$ cat src/hw/ssp_pkg.sv
package ssp_pkg;

	// register offsets on the 8-bit register port
	localparam logic [7:0] ADDR_RUN_CONTROL = 8'hA0;
	localparam logic [7:0] ADDR_COUNT_LOW = 8'hA4;
	localparam logic [7:0] ADDR_COUNT_HIGH = 8'hA5;
	localparam logic [7:0] ADDR_EVENT_STATUS_MASK = 8'hA6;
	localparam logic [7:0] ADDR_TIMER_INITIAL_COUNT = 8'hA7;
	localparam logic [7:0] ADDR_FAST_SLEW_CONTROL = 8'hA8;
	localparam logic [7:0] ADDR_RANDOM_SEQ_PRESCALER_CONTROL = 8'hA9;
	localparam logic [7:0] ADDR_CURRENT_DAC_VALUE = 8'hFD;

	// run control field positions
	localparam int RUN_ENABLE_BIT = 0;
	localparam int RUN_CSD_MODE_BIT = 1;
	localparam int RUN_PRS_CLOCK_BIT = 2;

	// event status / mask field positions
	localparam int INPUT_EDGE_FLAG_BIT = 7;
	localparam int LOW_CARRY_FLAG_BIT = 6;
	localparam int HIGH_CARRY_FLAG_BIT = 5;
	localparam int MEASURE_DONE_FLAG_BIT = 4;
	localparam int FLAG_MSB = 7;
	localparam int FLAG_LSB = 4;
	localparam int MASK_MSB = 3;
	localparam int MASK_LSB = 0;

	// timer and slew fields
	localparam int TIMER_COUNT_MSB = 6;
	localparam int SLEW_COUNT_MSB = 7;
	localparam int SLEW_COUNT_LSB = 1;
	localparam int SLEW_ENABLE_BIT = 0;

	// random sequence / prescaler control fields
	localparam int CLOCK_OUT_BIT = 7;
	localparam int CLOCK_INVERT_BIT = 6;
	localparam int RANDOM_LEN_BIT = 5;
	localparam int RANDOM_ENABLE_BIT = 4;
	localparam int DIVIDER_BYPASS_BIT = 3;
	localparam int DIVIDER_SELECT_MSB = 2;

	// values after reset, and the counter all-ones compare value
	localparam logic [7:0] RESET_BYTE = 8'h00;
	localparam logic [11:0] RANDOM_SEED = 12'h001;
	localparam logic [7:0] COUNT_ALL_ONES = 8'hFF;

	typedef struct packed {
		logic [7:0] addr;
		logic [7:0] wdata;
		logic wr;
		logic rd;
	} ssp_bus_req_t;

	typedef struct packed {
		logic [7:0] run_control;
		logic [7:0] event_status_mask;
		logic [7:0] timer_initial_count;
		logic [7:0] fast_slew_control;
		logic [7:0] random_seq_prescaler_control;
		logic [7:0] current_dac_value;
		logic [7:0] count_low;
		logic [7:0] count_high;
		logic event_in_prev;
		logic osc_prev;
		logic [6:0] slew_left;
		logic [7:0] divider_count;
		logic [11:0] random_state;
		logic [7:0] rdata;
		logic block_irq;
		logic fast_slew;
		logic random_out;
		logic clock_pin;
		logic [7:0] dac_code;
	} ssp_state_t;

endpackage

$ cat src/hw/ssp_sense_regs.sv
// Contract
// - status bits 7..4 clear by writing zero or by disabling; writing one leaves them.
// - flags update only while enabled; disabling clears all flags.
// - bit 7 sets on rising edge of selected event input.
// - bit 6 sets on low byte counter overflow.
// - bit 5 sets on high byte counter overflow.
// - bit 4 sets when pulse width or period measurement completes.
// - mask bits 3..0 gate the four events onto the block interrupt.
// - timer register bits 6..0 give the timer initial count.
// - slew bits 7..1 set fast slew length in i_mclk cycles from each oscillator edge, both edges.
// - slew bit 0 enables fast slew; otherwise count has no effect.
// - clock-out bit 7 puts the sensing clock on the primary pin.
// - bit 6 inverts the sensing clock driven to the pin.
// - bit 5 picks MSB of 8-bit or 12-bit random sequence.
// - bit 4 enables random generator; disabled output holds zero.
// - prescaler clocks the generator; bypass bit 3 passes clock undivided; the pin square in bypass shows div 2.
// - divide codes 000..111 select division by 2 up to 256.
// - current DAC register value drives the DAC code when DAC mode on.
// - enable one counts; zero stops and clears both counters.
`timescale 1ns/1ns
module ssp_sense_regs (
	// clock and reset
	input wire logic i_mclk,
	input wire logic i_rst,
	// register port
	input wire ssp_pkg::ssp_bus_req_t i_bus,
	output logic [7:0] o_rdata,
	// sensing events
	input wire logic i_event_in,
	input wire logic i_measure_done,
	input wire logic i_relax_osc,
	input wire logic i_selected_clock,
	input wire logic i_normal_output,
	input wire logic i_dac_mode,
	// block outputs
	output logic o_block_irq,
	output logic [6:0] o_timer_initial_count,
	output logic o_fast_slew,
	output logic o_random_out,
	output logic o_clock_pin,
	output logic [7:0] o_current_dac_code
);
	import ssp_pkg::*;

	ssp_state_t state;
	ssp_state_t next_state;

	// one-hot style check used by the write decode only
	function automatic logic hit(input logic [7:0] addr, input logic [7:0] reg_addr);
		hit = (addr == reg_addr);
	endfunction

	// next step of the 8 or 12 bit maximal-length sequence
	function automatic logic [11:0] lfsr_step(input logic [11:0] s, input logic long_len);
		logic fb;
		fb = 1'b0;
		if (long_len) begin
			fb = s[11] ^ s[5] ^ s[3] ^ s[0];
			lfsr_step = {s[10:0], fb};
		end else begin
			fb = s[7] ^ s[5] ^ s[4] ^ s[3];
			lfsr_step = {4'h0, s[6:0], fb};
		end
	endfunction

	logic enabled;
	logic [7:0] prs_ctl;
	logic [2:0] div_code;
	logic [7:0] div_low_mask;
	logic div_tick;
	logic div_square;
	logic low_carry;
	logic high_carry;
	logic edge_seen;
	logic [3:0] events;
	logic [3:0] clear_flags;
	logic [3:0] flags_now;
	logic osc_edge;
	logic sense_clock;
	logic [7:0] rd_mux;

	always_comb begin
		next_state = state;
		enabled = state.run_control[RUN_ENABLE_BIT];
		prs_ctl = state.random_seq_prescaler_control;
		div_code = prs_ctl[DIVIDER_SELECT_MSB:0];
		low_carry = 1'b0;
		high_carry = 1'b0;
		events = 4'h0;
		clear_flags = 4'h0;
		rd_mux = RESET_BYTE;

		// register writes
		if (i_bus.wr) begin
			if (hit(i_bus.addr, ADDR_RUN_CONTROL)) begin
				next_state.run_control = i_bus.wdata;
			end
			if (hit(i_bus.addr, ADDR_EVENT_STATUS_MASK)) begin
				// masks take the written value; software keeps flags with ones
				next_state.event_status_mask[MASK_MSB:MASK_LSB] =
					i_bus.wdata[MASK_MSB:MASK_LSB];
				clear_flags = ~i_bus.wdata[FLAG_MSB:FLAG_LSB];
			end
			if (hit(i_bus.addr, ADDR_TIMER_INITIAL_COUNT)) begin
				next_state.timer_initial_count = {1'b0, i_bus.wdata[TIMER_COUNT_MSB:0]};
			end
			if (hit(i_bus.addr, ADDR_FAST_SLEW_CONTROL)) begin
				next_state.fast_slew_control = i_bus.wdata;
			end
			if (hit(i_bus.addr, ADDR_RANDOM_SEQ_PRESCALER_CONTROL)) begin
				next_state.random_seq_prescaler_control = i_bus.wdata;
			end
			if (hit(i_bus.addr, ADDR_CURRENT_DAC_VALUE)) begin
				next_state.current_dac_value = i_bus.wdata;
			end
		end

		// byte counters: low counts every cycle, high counts low carries
		if (enabled) begin
			low_carry = (state.count_low == COUNT_ALL_ONES);
			next_state.count_low = state.count_low + 8'h01;
			if (low_carry) begin
				high_carry = (state.count_high == COUNT_ALL_ONES);
				next_state.count_high = state.count_high + 8'h01;
			end
		end else begin
			next_state.count_low = RESET_BYTE;
			next_state.count_high = RESET_BYTE;
		end

		// event input rising edge, inputs are already synchronous
		next_state.event_in_prev = i_event_in;
		edge_seen = i_event_in & ~state.event_in_prev;

		events[INPUT_EDGE_FLAG_BIT - FLAG_LSB] = edge_seen;
		events[LOW_CARRY_FLAG_BIT - FLAG_LSB] = low_carry;
		events[HIGH_CARRY_FLAG_BIT - FLAG_LSB] = high_carry;
		events[MEASURE_DONE_FLAG_BIT - FLAG_LSB] = i_measure_done;

		// an event in the clearing cycle wins over the clear
		flags_now = state.event_status_mask[FLAG_MSB:FLAG_LSB];
		if (enabled) begin
			next_state.event_status_mask[FLAG_MSB:FLAG_LSB] =
				(flags_now & ~clear_flags) | events;
		end else begin
			next_state.event_status_mask[FLAG_MSB:FLAG_LSB] = 4'h0;
		end

		// interrupt from the flags as they stand, gated by masks
		next_state.block_irq = |(state.event_status_mask[FLAG_MSB:FLAG_LSB] &
			state.event_status_mask[MASK_MSB:MASK_LSB]);

		// fast slew window restarts on every oscillator edge
		next_state.osc_prev = i_relax_osc;
		osc_edge = i_relax_osc ^ state.osc_prev;
		if (!state.fast_slew_control[SLEW_ENABLE_BIT]) begin
			next_state.slew_left = 7'h00;
		end else if (osc_edge) begin
			next_state.slew_left =
				state.fast_slew_control[SLEW_COUNT_MSB:SLEW_COUNT_LSB];
		end else if (state.slew_left != 7'h00) begin
			next_state.slew_left = state.slew_left - 7'h01;
		end
		next_state.fast_slew = (next_state.slew_left != 7'h00);

		// prescaler: free counter, tick when the low code+1 bits are all ones
		next_state.divider_count = state.divider_count + 8'h01;
		div_low_mask = 8'(9'h002 << div_code) - 8'h01;
		div_tick = prs_ctl[DIVIDER_BYPASS_BIT] ? 1'b1 :
			((state.divider_count & div_low_mask) == div_low_mask);
		// bypass cannot make a full-rate square from flops, so it shows div 2
		div_square = prs_ctl[DIVIDER_BYPASS_BIT] ? state.divider_count[0] :
			state.divider_count[div_code];

		// random sequence generator
		if (!prs_ctl[RANDOM_ENABLE_BIT]) begin
			next_state.random_state = RANDOM_SEED;
		end else if (div_tick) begin
			next_state.random_state =
				lfsr_step(state.random_state, prs_ctl[RANDOM_LEN_BIT]);
		end
		if (!prs_ctl[RANDOM_ENABLE_BIT]) begin
			next_state.random_out = 1'b0;
		end else if (prs_ctl[RANDOM_LEN_BIT]) begin
			next_state.random_out = next_state.random_state[11];
		end else begin
			next_state.random_out = next_state.random_state[7];
		end

		// sensing clock to the primary pin
		if (state.run_control[RUN_CSD_MODE_BIT]) begin
			sense_clock = state.run_control[RUN_PRS_CLOCK_BIT] ? state.random_out : div_square;
		end else begin
			sense_clock = i_selected_clock;
		end
		if (prs_ctl[CLOCK_OUT_BIT]) begin
			next_state.clock_pin = sense_clock ^ prs_ctl[CLOCK_INVERT_BIT];
		end else begin
			next_state.clock_pin = i_normal_output;
		end

		// dac code only reaches the converter while current mode is on
		next_state.dac_code = i_dac_mode ? next_state.current_dac_value : RESET_BYTE;

		// read data stands in the cycle after the read strobe
		if (i_bus.rd) begin
			case (i_bus.addr)
				ADDR_RUN_CONTROL: rd_mux = state.run_control;
				ADDR_COUNT_LOW: rd_mux = state.count_low;
				ADDR_COUNT_HIGH: rd_mux = state.count_high;
				ADDR_EVENT_STATUS_MASK: rd_mux = state.event_status_mask;
				ADDR_TIMER_INITIAL_COUNT: rd_mux = state.timer_initial_count;
				ADDR_FAST_SLEW_CONTROL: rd_mux = state.fast_slew_control;
				ADDR_RANDOM_SEQ_PRESCALER_CONTROL: rd_mux = prs_ctl;
				ADDR_CURRENT_DAC_VALUE: rd_mux = state.current_dac_value;
				default: rd_mux = RESET_BYTE;
			endcase
		end
		next_state.rdata = rd_mux;
	end

	always_ff @(posedge i_mclk) begin
		if (i_rst) begin
			state <= '0;
			state.random_state <= RANDOM_SEED;
		end else begin
			state <= next_state;
		end
	end

	assign o_rdata = state.rdata;
	assign o_block_irq = state.block_irq;
	assign o_timer_initial_count = state.timer_initial_count[TIMER_COUNT_MSB:0];
	assign o_fast_slew = state.fast_slew;
	assign o_random_out = state.random_out;
	assign o_clock_pin = state.clock_pin;
	assign o_current_dac_code = state.dac_code;

endmodule

$ cat config.mk
export PLATFORM = sky130hd
export DESIGN_NAME = ssp_sense_regs
export DESIGN_NICKNAME = d
export VERILOG_FILES = /design/src/hw/ssp_pkg.sv /design/src/hw/ssp_sense_regs.sv
export SDC_FILE = /design/constraint.sdc
export NUM_CORES = 1
export LEC_CHECK = 0
export BUFFER_PORTS_ARGS = -buffer_cell sky130_fd_sc_hd__buf_4
export CAP_MARGIN = 0
export CORE_ASPECT_RATIO = 1.1
export CORE_UTILIZATION = 35
export DETAILED_ROUTE_END_ITERATION = 7
export GPL_TIMING_DRIVEN = 0
export PLACE_DENSITY = 0.51
export SYNTH_ARGS = -nofsm -noshare
export SYNTH_HDL_FRONTEND = slang
export SYNTH_SLANG_ARGS = --single-unit
$ cat constraint.sdc
create_clock -name i_mclk -period 2.1 [get_ports i_mclk]
set_clock_uncertainty 0.05 [all_clocks]
set_input_delay 0.315 -clock i_mclk [delete_from_list [all_inputs] [get_ports i_mclk]]
set_output_delay 0.315 -clock i_mclk [all_outputs]
set_load 0.005 [all_outputs]
; ---- After elaboration in Yosys (flattened, before gate mapping)
; Index checks and enable logic that the tools add are counted.
[op_classes]
add_sub_neg = 5
n_mul = 0
div = 0
n_lt_le_gt_ge = 1
n_eq_ne = 11
shift = 1
mux = 22
bitwise = 20
reduce_logical = 12
[ops]
columns = operator, count
row1 = "equality test 8 bit, second input constant", 10
row2 = one-hot mux 8 bit (8 select lines), 1
row3 = 2-to-1 mux 12 bit, 3
row4 = "adder 8 x 1 -> 8 bit, second input constant", 3
row5 = 2-to-1 mux 7 bit, 3
row6 = 2-to-1 mux 8 bit, 2
row7 = nonzero test 7 bit, 2
row8 = 2-to-1 mux 1 bit, 10
row9 = AND reduction 2 bit, 5
row10 = AND 4 bit, 2
row11 = AND 8 bit, 1
row12 = equality test 8 bit, 1
row13 = 2-to-1 mux 4 bit, 2
row14 = NOT 4 bit, 2
row15 = OR reduction 2 bit, 4
row16 = "left shift 2 x 3 -> 8 bit, first input constant", 1
row17 = "subtractor 8 x 1 -> 8 bit, second input constant", 1
row18 = XOR 1 bit, 8
row19 = "subtractor 7 x 1 -> 7 bit, second input constant", 1
row20 = NOT 1 bit, 5
row21 = "< comparator 3 x 4 -> 1 bit, second input constant", 1
row22 = OR 4 bit, 1
row23 = OR reduction 4 bit, 1
row24 = binary-select mux 1 bit (select 3 bit), 1
row25 = AND 1 bit, 1
[totals]
register_bits = 112
latchBits = 0
mem_bits_rw = 0
rom_bits = 0
inputBits = 26
out_inout_bits = 27
wordCells = 93
memories = 0

; ---- Longest topological paths before layout
; Gate-level depths: netlist of run 1.
[logic_depth]
depth_word = 8
mapped_depth = 8
mapped_depth_nobuf = 8

; ---- Worst setup path before layout of run 1
; Ideal clock, no wire load.
[synth_timing]
kind = register to register
from = register state[40] in the netlist's numbering
to = register state, in the netlist o_fast_slew
setup_ns = 0.137
arrival_ns = 1.775
t_required_ns = 1.913
slack_ns = 0.137
stages_incl_launch_ff = 9
n_path_buf = 0
synth_period_minus_slack_ns = 1.963
cell_sequence = dfxtp_1 -> inv_1 -> ha_1 -> or4b_4 -> nor3_4 -> o31ai_1 -> a21oi_1 -> and3b_1 -> a41oi_2
[synth_between]
elab_chain_cells = 5
[synth_rtl]
columns = item, line_no
row1 = start: declaration, ssp_sense_regs.sv:45  ; ssp_state_t state;
row2 = start signal: assignment, ssp_sense_regs.sv:227  ; state <= next_state;
row3 = subtractor 7 x 1 -> 7 bit or nonzero test 7 bit (tied branches), "ssp_sense_regs.sv:162, ssp_sense_regs.sv:161"
row4 = 2-to-1 mux 7 bit *, ssp_sense_regs.sv:161  ; end else if (state.slew_left != 7'h00) begin
row5 = 2-to-1 mux 7 bit *, ssp_sense_regs.sv:158  ; end else if (osc_edge) begin
row6 = 2-to-1 mux 7 bit *, ssp_sense_regs.sv:156  ; if (!state.fast_slew_control[SLEW_ENABLE_BIT]) begin
row7 = nonzero test 7 bit *, ssp_sense_regs.sv:164  ; next_state.fast_slew = (next_state.slew_left != 7'h00);
; Every way passes the cells marked *; elsewhere a longest branch is shown, timed or not.
; A chain may end at the register's enable or synchronous reset.

; ---- Final worst setup path of run 1
; Ends and elaborated chain as after synthesis.

==> results of run 1 <==
## cell usage after synthesis, types with 2 or more instances
cell and n:
a22oi_1 10, nand4_1 5, nand2_1 40, xor2_1 12, nor2_1 96, inv_1 10
dfxtp_1 112, mux2i_1 54, and3_1 3, buf_1 5, nand2b_1 5, nand3_1 19
buf_4 26, a21oi_1 38, o211ai_1 2, buf_2 4, o21ai_0 10, nand3b_1 3
nor2b_1 10, nor3_1 3, o21ai_1 2, nor3b_1 2, mux4_2 8, clkbuf_1 10
a31oi_1 6, and3b_1 2, ha_1 4, xnor2_1 17, or2_0 3
## routing by layer
layer	up-vias	global-route usage, %	routed length [um]
met4	0	5.73	201
met1	1879	23.8	5840
met2	96	29.9	6170
met3	14	4.30	595
met5	-	0	0
li1	1983	-	-
## worst max-delay path, stage by stage, from the launching register on
cell and delay, ps:
dfxtp_2 330, inv_2 70, ha_4 130, or4b_4 490, nor3_4 280, o31ai_2 120, a21oi_1 160, and3b_2 220
a41oi_2 120
## final timing paths
kind	slack [ps]	depth (start not counted)	from	to
worst max register to register	-10	8	state[40]$_SDFF_PP0_	o_fast_slew$_SDFF_PP0_
worst min register to register	400	2	state[28]$_SDFFE_PP0N_	state[28]$_SDFFE_PP0N_
worst min-delay path	150	2	i_event_in	state[48]$_SDFF_PP0_
worst max-delay path	-10	8	state[40]$_SDFF_PP0_	o_fast_slew$_SDFF_PP0_
## timing repair
action | in CTS | in global routing
pin swaps | 5 | 2
setup endpoints to repair | 1 | 11
resized for setup | 7 | 5
setup buffers | 4 | 1
## sequential cells by signal, indices dropped and copies added, names as in the netlist
| name | flops |
|---|---|
| state | 72 |
| o_current_dac_code | 8 |
| o_rdata | 8 |
| prs_ctl | 8 |
| o_timer_initial_count | 7 |
| flags_now | 4 |
| enabled | 1 |
| o_block_irq | 1 |
| o_clock_pin | 1 |
| o_fast_slew | 1 |
| o_random_out | 1 |
## final cells by class
type | count | area share [%]
Multi-Input combinational cell | 375 | 41.5
Sequential cell | 112 | 37.0
Timing Repair Buffer | 57 | 7.06
Buffer | 46 | 4.67
Clock buffer | 12 | 4.40
Tap cell | 188 | 3.88
Clock inverter | 4 | 0.846
Inverter | 10 | 0.619
## power by group through the flow
| stage | clock network, mW | registers (mW) | logic [mW] |
|---|---|---|---|
| 3_3_place_gp | 0 | 2.19 | 0.195 |
| 6_report | 1.79 | 2.14 | 0.198 |
| 4_1_cts | 1.85 | 2.14 | 0.199 |
| 2_1_floorplan | 0 | 2.19 | 0.0968 |
| 3_5_place_dp | 0 | 2.19 | 0.197 |
| 5_1_grt | 1.95 | 2.14 | 0.216 |
## kinds of logic after synthesis
logic type	Yosys count
and+or+nand+nor	203
DFF	112
AOI/OAI and AO/OA	76
muxes	63
buffers and inverters	56
xor gates and xnor gates	29
adders and majority gates	4
## per-stage QoR
step | setup WS [ps] | instances | TNS [ps]
after global placement | -83.6 | 783 | -922
after CTS | -34.4 | 803 | -34.4
after floorplan | 137 | 543 | 0
after global routing | -123 | 804 | -123
final | -9.93 | 804 | -9.93
after detailed placement | -162 | 783 | -2880
==> results.md, run 1 <==
* Outcome: complete, but fails checks
* Failing checks: negative setup slack
* Period utilisation layout at 100%
* RSZ-0062 raised after global routing: yes
* Post-Synthesis Cells at ~540
* Req. time, crit path at 2260 ps
* Tmin final at 2110 ps
* Mux contribution to synthesized area at 14.5%
* DIE WIDTH at approximately 120 um
* Slew margin rel. at 43.3%
* Crit start category: flop
* Hold Vio Cnt, Final at 0
* Syn_area_per_cell at 9.28 um2
* Syn Std Cell Area at 5040 um2
* Vias in the first global route at 3,743
* Critical path class: flop to flop
* Psw at 0.898 mW
* Worst vdd ir at 0.491 mV
* Setup violations, final at 1
* Num ports at 53
* CTS Hold Buffers Added at 0
* Area of the multi-input gates at 2510 um2
* Core footprint at ~14,000 um2
* Cell taking the most area after synthesis: dfxtp_1
* N_diodes at 0
* Dpl hpwl at 9340 um
* Commonest non-fill, non-tap cell in the layout: dfxtp_1
* Port bufs at 52
* Post-synthesis adder-cell area fraction at 0.994%
* MaxCap Viol Count at 0
* Placed cell areas at roughly 5700 um2
* Count of nets after finishing at about 640
* Post-Synthesis Net Count at 573
* Area delta synth->final at 20.3%
* GR Util All Layers at 18.3%
* Fill cell count at roughly 1.4k
* Most frequent cells in the layout: dfxtp_1, nor2_1, buf_4
* Site row count at 45
* Largest family of logic cells by synthesized area: simple AND/OR/NAND/NOR gates
* Hold Crit Class: primary input to flop
* Slew @ Worst Pin at 842 ps
* Clk buf depth at 2
* Count of distinct cell types in the synthesized netlist at ~50
* Detailed Route WL at 12,800 um
* Layout cells sized above 1 at 21.4%
* Post-synthesis xor/xnor area fraction at 5.04%
* Initial drt markers at 278
* Worst path arrival time at 2270 ps
* Design area at 6060 um2
* Max H-tree Level at 3
* Post-synth ARST share at 0%
* Antenna-violating nets left at 0
* Max-slew violations at 0
* Post-layout util at 43.6%
* Clock latency on the worst-skew pair at between 300 and 400 ps
* Pleak at approximately 2.5 nW
* Seq. cell area at around 2200 um2
* Gp weighted congestion at 0.828
* Largest net degree at the start of global routing at 18
* Synth Area in Compound Gates at 9.31%
* Starting Density at 36.2%
* Initial antenna violation count at 0
* Reg power frac at 51.8%
* GRT overflow at 0
* Part of the power in combinational logic at 4.8%
* Share of the synthesized area in the top cell type at 44.5%
* Post-synth EDFFs at 0
* Synth Flop Type: dfxtp_1
* Chip height at 128 um
* Drt drc at 0
* Setup ws final at -9.93 ps
* Max Freq at 474 MHz
* Routed vias/inst at 4.94
* CP endpoint kind: flop
* Simple-Gate Fraction of Synth Area at just under 20%
* Die Area at 14,900 um2
* Synth top area cells: dfxtp_1, mux2i_1, nor2_1, buf_4, a21oi_1
* Via count at 3,972
* CP max FO at 6
* DR WL/cell at 15.9 um
* Seq cells post-synth at 112
* YS warnings at 0
* CTS root buf: clkbuf_16
* Global-route wire length before repair at 20,100 um
* DRT Pass-1 Iters at 7
* P per Cell Area at about 700 nW/um2
* Int Power at 3.23 mW
* Sw Ratio at 21.7%
* CTS clock-pin slew for the worst setup and hold paths at ~70 ps
* Final Power at about 4.1 mW
* Clk pwr share at 43.4%
* Post-synthesis sequential area ratio at 44.5%
* Number of clock sinks at 112
* CTS tree: done
* CTS buffer count at 9
* Hold_ws at 146 ps
No activity file was read; power rests on OpenSTA's default activity.
==> run 2: changes to the inputs <==
CORE_MARGIN = 5   (was unset)
==> run 2 against run 1 <==
Net effect: the flow now finishes without violations; wire length grew 1.2%; register-to-register slack gained 40 ps; setup slack gained 38 ps; non-clock buffer count decreased by 1; sequential cell count is the same; combinational power about the same; fmax is 1.8% higher; count of clock-buffer cells in the layout did not move; critical path type unchanged; largest cell class unchanged; highest routed layer unchanged.
==> results.md, run 2 (synthesis results as in run 1) <==
* Vias in the first global route at 3,864 (+3.2%)
* N_diodes at 0 (unchanged)
* Worst reg2reg startpoint: state[41]$_SDFF_PP0_
* Met3 GRT Util at 2.95% (-1.4 points)
* CP endpoint kind: flop
* Max-slew violations at 0 (unchanged)
* Initial antenna violation count at 0 (unchanged)
* Initial drt markers at 198 (-29%)
* Most used routing layer: met2
* Hold_ws at 143 ps (-3.26 ps)
* Die Area at 16,900 um2 (+14%)
* CTS tree: done
* Chip height at 136 um (+6.3%)
* Final Power at 4.29 mW (+3.7%)
* P per Cell Area at 707 nW/um2 (+3.7%)
* Setup slack at placement at -108 ps (+54.4 ps)
* Count of nets after finishing at 640 (-0.16%)
* Port bufs at 52 (unchanged)
* Outcome: finished clean
* Gp weighted congestion at 0.836 (+1.0%)
* RSZ-0062 raised after global routing: yes
* Num ports at 53 (unchanged)
* Max Freq at 483 MHz (+1.8%)
* Req. time, crit path at 2280 ps (+20 ps)
* Hold Vio Cnt, Final at 0 (unchanged)
* Reg2reg setup slack at 30 ps (+40 ps)
* Drt drc at 0 (unchanged)
* Max H-tree Level at 3 (unchanged)
* Dpl hpwl at 9550 um (+2.2%)
* Most frequent cells in the layout: dfxtp_1, nor2_1, buf_4
* Global-route wire length before repair at 20,700 um (+3.0%)
* Routed vias/inst at 4.88 (-1.1%)
* Hold Crit Class: primary input to flop
* Clock latency on the worst-skew pair at 350 ps (about the same)
* Period utilisation layout at 98.7% (-1.8 points)
* Antenna-violating nets left at 0 (unchanged)
* Core footprint at 14,300 um2 (+2.6%)
* Critical path class: flop to flop
* Crit start category: flop
* Site row count at 46 (+2.2%)
* CTS buffer count at 9 (unchanged)
* Worst vdd ir at 0.335 mV (-32%)
* CP Launch Point: state[41]$_SDFF_PP0_
* CTS clock-pin slew for the worst setup and hold paths at 70 ps (about the same)
* Setup violations, final at 0 (-1)
* GRT overflow at 0 (unchanged)
* Area delta synth->final at 20.4% (about the same)
* Grt met2 use at 26.4% (-3.5 points)
* Slew margin rel. at 45.4% (+2.1 points)
* MaxCap Viol Count at 0 (unchanged)
* DIE WIDTH at 124 um (+6.9%)
* Detailed Route WL at 13,000 um (+1.2%)
* Design area at 6060 um2 (about the same)
* Setup TNS at 0 ps (+9.93 ps)
* Worst-case reg-to-reg path depth at 9 (+1)
* Largest net degree at the start of global routing at 17 (-1)
* Slew @ Worst Pin at 811 ps (-31.2 ps)
* Setup ws final at 28.1 ps (+38.0 ps)
* Via count at 3,937 (-0.88%)
* Worst path arrival time at 2250 ps (-20 ps)
* Fill cell count at 1,441 (+4.5%)
* Commonest non-fill, non-tap cell in the layout: dfxtp_1
* Clk buf depth at 2 (unchanged)
* Largest Register: state
* Max FFs per register at 72 (unchanged)
* Pleak at 2.51 nW (about the same)
* CTS Hold Buffers Added at 0 (unchanged)
* GR Util All Layers at 15.6% (-2.8 points)
* CP Capture Point: state[41]$_SDFF_PP0_
* Placed cell areas at 5670 um2 (about the same)
* CTS root buf: clkbuf_16
* GR met1 Demand/Resource at 19.6% (-4.2 points)
* Starting Density at 35.3% (-0.93 points)
* R2R Path End: state[41]$_SDFF_PP0_
* CP max FO at 4 (-2)
* Layout cells sized above 1 at 20.2% (-1.2 points)
* Number of clock sinks at 112 (unchanged)
* DR WL/cell at 16.1 um (+0.90%)
* Tmin final at 2070 ps (-38.0 ps)
* DRT Pass-1 Iters at 5 (-2)
## run 2: layout make-up
type / count / area (um2) / share of cell area [%]
inverters: 10 / 37.5 / 0.619
repair buffers: 56 / 420 / 6.93
plain buffers: 46 / 283 / 4.66
clock buffers: 12 / 246 / 4.06
well taps: 192 / 240 / 3.96
multi-input cells: 375 / 2500 / 41.3
clock inverters: 3 / 90.1 / 1.49
flip-flops and latches: 112 / 2240 / 37.0
## run 2: power breakdown
part | internal [mW] | switching, mW | total (mW)
combinational | 0.0795 | 0.118 | 0.198
sequential | 2.13 | 0.0109 | 2.14
clock | 1.19 | 0.751 | 1.94
total | 3.40 | 0.881 | 4.29
## run 2: how the worst min path moves through the flow
stage / start / endpoint / slack [ps] / cells after the start
3_3_place_gp: state[29]$_SDFFE_PP0N_ / state[29]$_SDFFE_PP0N_ / 390 / 2
4_1_cts: i_event_in / state[48]$_SDFF_PP0_ / 140 / 2
2_1_floorplan: state[30]$_SDFFE_PP0N_ / state[30]$_SDFFE_PP0N_ / 380 / 2
6_report: i_event_in / state[48]$_SDFF_PP0_ / 140 / 2
3_5_place_dp: state[29]$_SDFFE_PP0N_ / state[29]$_SDFFE_PP0N_ / 400 / 2
5_1_grt: i_event_in / state[48]$_SDFF_PP0_ / 170 / 2
## run 2: critical path, stage by stage (launching register included)
cell,delay (ps)
dfxtp_2,330
inv_2,60
ha_4,140
or4b_4,490
nor3_4,190
buf_4,160
o21ai_0,80
a31oi_1,250
buf_4,160
nor2_1,30
## run 2: per-stage QoR
stage / cells / util (%)
after detailed placement: 787 / 39.7
after global placement: 787 / 39.7
after floorplan: 543 / -
after CTS: 805 / 42.3
after global routing: 806 / 42.5
final: 806 / 42.5
## run 2: repair_timing
| item | in CTS | in global routing |
|---|---|---|
| pin swaps | 4 | 2 |
| cloned | 0 | 0 |
| resized for setup | 4 | 4 |
| setup endpoints to repair | 1 | 10 |
| setup buffers | 3 | 1 |
## run 2: layer usage
metal  routed length [um]  vias to the layer above
met5                    0                        -
met4                  265                        0
met3                  587                       18
met2                 6290                       76
met1                 5810                     1867
li1                     -                     1976
==> run 3: changes to the inputs <==
MAX_ROUTING_LAYER = met4   (was unset)
TNS_END_PERCENT = 20   (was unset)
==> run 3 against run 2 <==
Net effect: fmax is 1.1% higher; power about the same; design area fell by 0.14%; utilization decreased by 0.061 points; first-iteration DRC count increased by 26%; wire length about the same; sequential cell count unchanged; global-route usage grew 0.46 points; via count up 0.61%; die area unchanged; setup slack improved by 22 ps; largest cell class unchanged; highest routed layer unchanged.
==> results.md, run 3 (synthesis results as in run 1) <==
* Hold Vio Cnt, Final at 0 (unchanged)
* Global-route wire length before repair at 20,700 um (about the same)
* Final non-filler cell total at 805 (-0.12%)
* Worst Path Buf+Inv at 3 (unchanged)
* Routed vias/inst at 4.92 (+0.73%)
* Starting Density at 35.3% (unchanged)
* Count of nets after finishing at 639 (-0.16%)
* Area delta synth->final at 20.2%
* CP dominant cell by count: buf_4
* Die Area at 16,900 um2 (unchanged)
* Slew margin rel. at 43.1% (-2.3 points)
* Clock latency on the worst-skew pair at 350 ps (about the same)
* MaxCap Viol Count at 0 (unchanged)
* Pleak at 2.50 nW (-0.19%)
* Max-slew violations at 0 (unchanged)
* Most frequent cells in the layout: dfxtp_1, nor2_1, buf_4
* DR WL/cell at 16.1 um (about the same)
* Initial drt markers at 250 (+26%)
* Crit start category: flop
* Max FFs per register at 72 (unchanged)
* CTS root buf: clkbuf_16
* Drt drc at 0 (unchanged)
* DIE WIDTH at 124 um (unchanged)
* Antenna-violating nets left at 0 (unchanged)
* Chip height at 136 um (unchanged)
* Dpl hpwl at 9550 um (unchanged)
* Setup TNS at 0 ps (unchanged)
* Max Freq at 488 MHz (+1.1%)
* Outcome: finished clean
* Critical path class: flop to flop
* Site row count at 46 (unchanged)
* Detailed Route WL at 13,000 um (about the same)
* Tmin final at 2050 ps (-22.3 ps)
* Max H-tree Level at 3 (unchanged)
* Slowest CP cell: or4b_4
* Hold Crit Class: primary input to flop
* GRT overflow at 0 (unchanged)
* Worst path arrival time at 2230 ps (-20 ps)
* DRT Pass-1 Iters at 4 (-1)
* Slew @ Worst Pin at 844 ps (+33.7 ps)
* Largest Register: state
* Gp weighted congestion at 0.849 (+1.5%)
* Via count at 3,961 (+0.61%)
* CP max FO at 4 (unchanged)
* Placed cells at 787 (unchanged)
* CP cell instances: inv_2 -> ha_4 -> or4b_4 -> nor3_4 -> buf_4 -> o21ai_0 -> a31oi_1 -> buf_4 -> nor2_1
* Initial antenna violation count at 0 (unchanged)
* Worst vdd ir at 0.335 mV (about the same)
* Setup slack at placement at -108 ps (unchanged)
* Max stage delay on crit path at 490 ps (about the same)
* Final Power at 4.29 mW (about the same)
* RSZ-0062 raised after global routing: yes
* N_diodes at 0 (unchanged)
* Clk buf depth at 2 (unchanged)
* Seq. cell area at 2240 um2 (about the same)
* Num ports at 53 (unchanged)
* Number of clock sinks at 112 (unchanged)
* CTS clock-pin slew for the worst setup and hold paths at 70 ps (about the same)
* CP endpoint kind: flop
* GR Util All Layers at 16.0% (+0.46 points)
* Vias in the first global route at 3,867 (+0.078%)
* Req. time, crit path at 2280 ps (about the same)
* Setup ws final at 50.3 ps (+22.3 ps)
* CTS tree: done
* Commonest non-fill, non-tap cell in the layout: dfxtp_1
* Layout cells sized above 1 at 19.9% (-0.29 points)
* Setup violations, final at 0 (unchanged)
* CTS buffer count at 9 (unchanged)
* CP top delay family: simple AND/OR/NAND/NOR gates
* Fill cell count at 1,441 (unchanged)
* Core footprint at 14,300 um2 (unchanged)
* Largest net degree at the start of global routing at 17 (unchanged)
* Area of the multi-input gates at 2500 um2 (unchanged)
* Port bufs at 52 (unchanged)
* P per Cell Area at 708 nW/um2 (+0.24%)
* Period utilisation layout at 97.6% (-1.1 points)
-- run 3: cell types whose count changed in the layout (fill, tap and decap cells not counted) --
| cell | before | now |
|---|---|---|
| buf_4 | 82 | 81 |
| dfxtp_1 | 111 | 112 |
| dfxtp_2 | 1 | 0 |
-- run 3: worst paths after layout --
| kind | slack (ps) | cells after the start | start | to |
|---|---|---|---|---|
| min reg2reg | 410 | 2 | state[28]$_SDFFE_PP0N_ | state[28]$_SDFFE_PP0N_ |
| max | 50 | 9 | state[41]$_SDFF_PP0_ | state[41]$_SDFF_PP0_ |
| max reg2reg | 50 | 9 | state[41]$_SDFF_PP0_ | state[41]$_SDFF_PP0_ |
| min | 140 | 2 | i_event_in | state[48]$_SDFF_PP0_ |
-- run 3: through the flow --
step	utilization, %	hold slack [ps]	cell area [um2]
global placement	39.7	392	5670
finish	42.4	144	6060
CTS	42.3	141	6040
detailed placement	39.7	396	5670
floorplan	-	382	5040
global route	42.4	171	6060
-- run 3: layout make-up --
cell class,instances,area share [%]
buffer,46,4.67
multi-input combinational,375,41.3
clock buffer,12,4.07
sequential,112,37.0
timing repair buffer,55,6.82
clock inverter,3,1.49
tap,192,3.97
inverter,10,0.620
-- run 3: metal layers --
layer  GRT usage (%)  vias up  wire length (um)
met5               -        -                 0
met4            6.39        0               244
met3            2.87       15               670
met2            26.5       93              6260
met1            19.6     1876              5780
li1                -     1977                 -
-- run 3: timing repair --
item                                    4_1_cts  5_1_grt
hold buffers                                  0        0
gates cloned                                  0        0
resized for setup                             4        3
buffers inserted                              3        0
pin swaps                                     4        2
endpoints found under the setup margin        1       10
-- run 3: power by group --
group          internal (mW)  switching, mW
Combinational         0.0795          0.119
Sequential              2.13         0.0111
Clock                   1.19          0.755
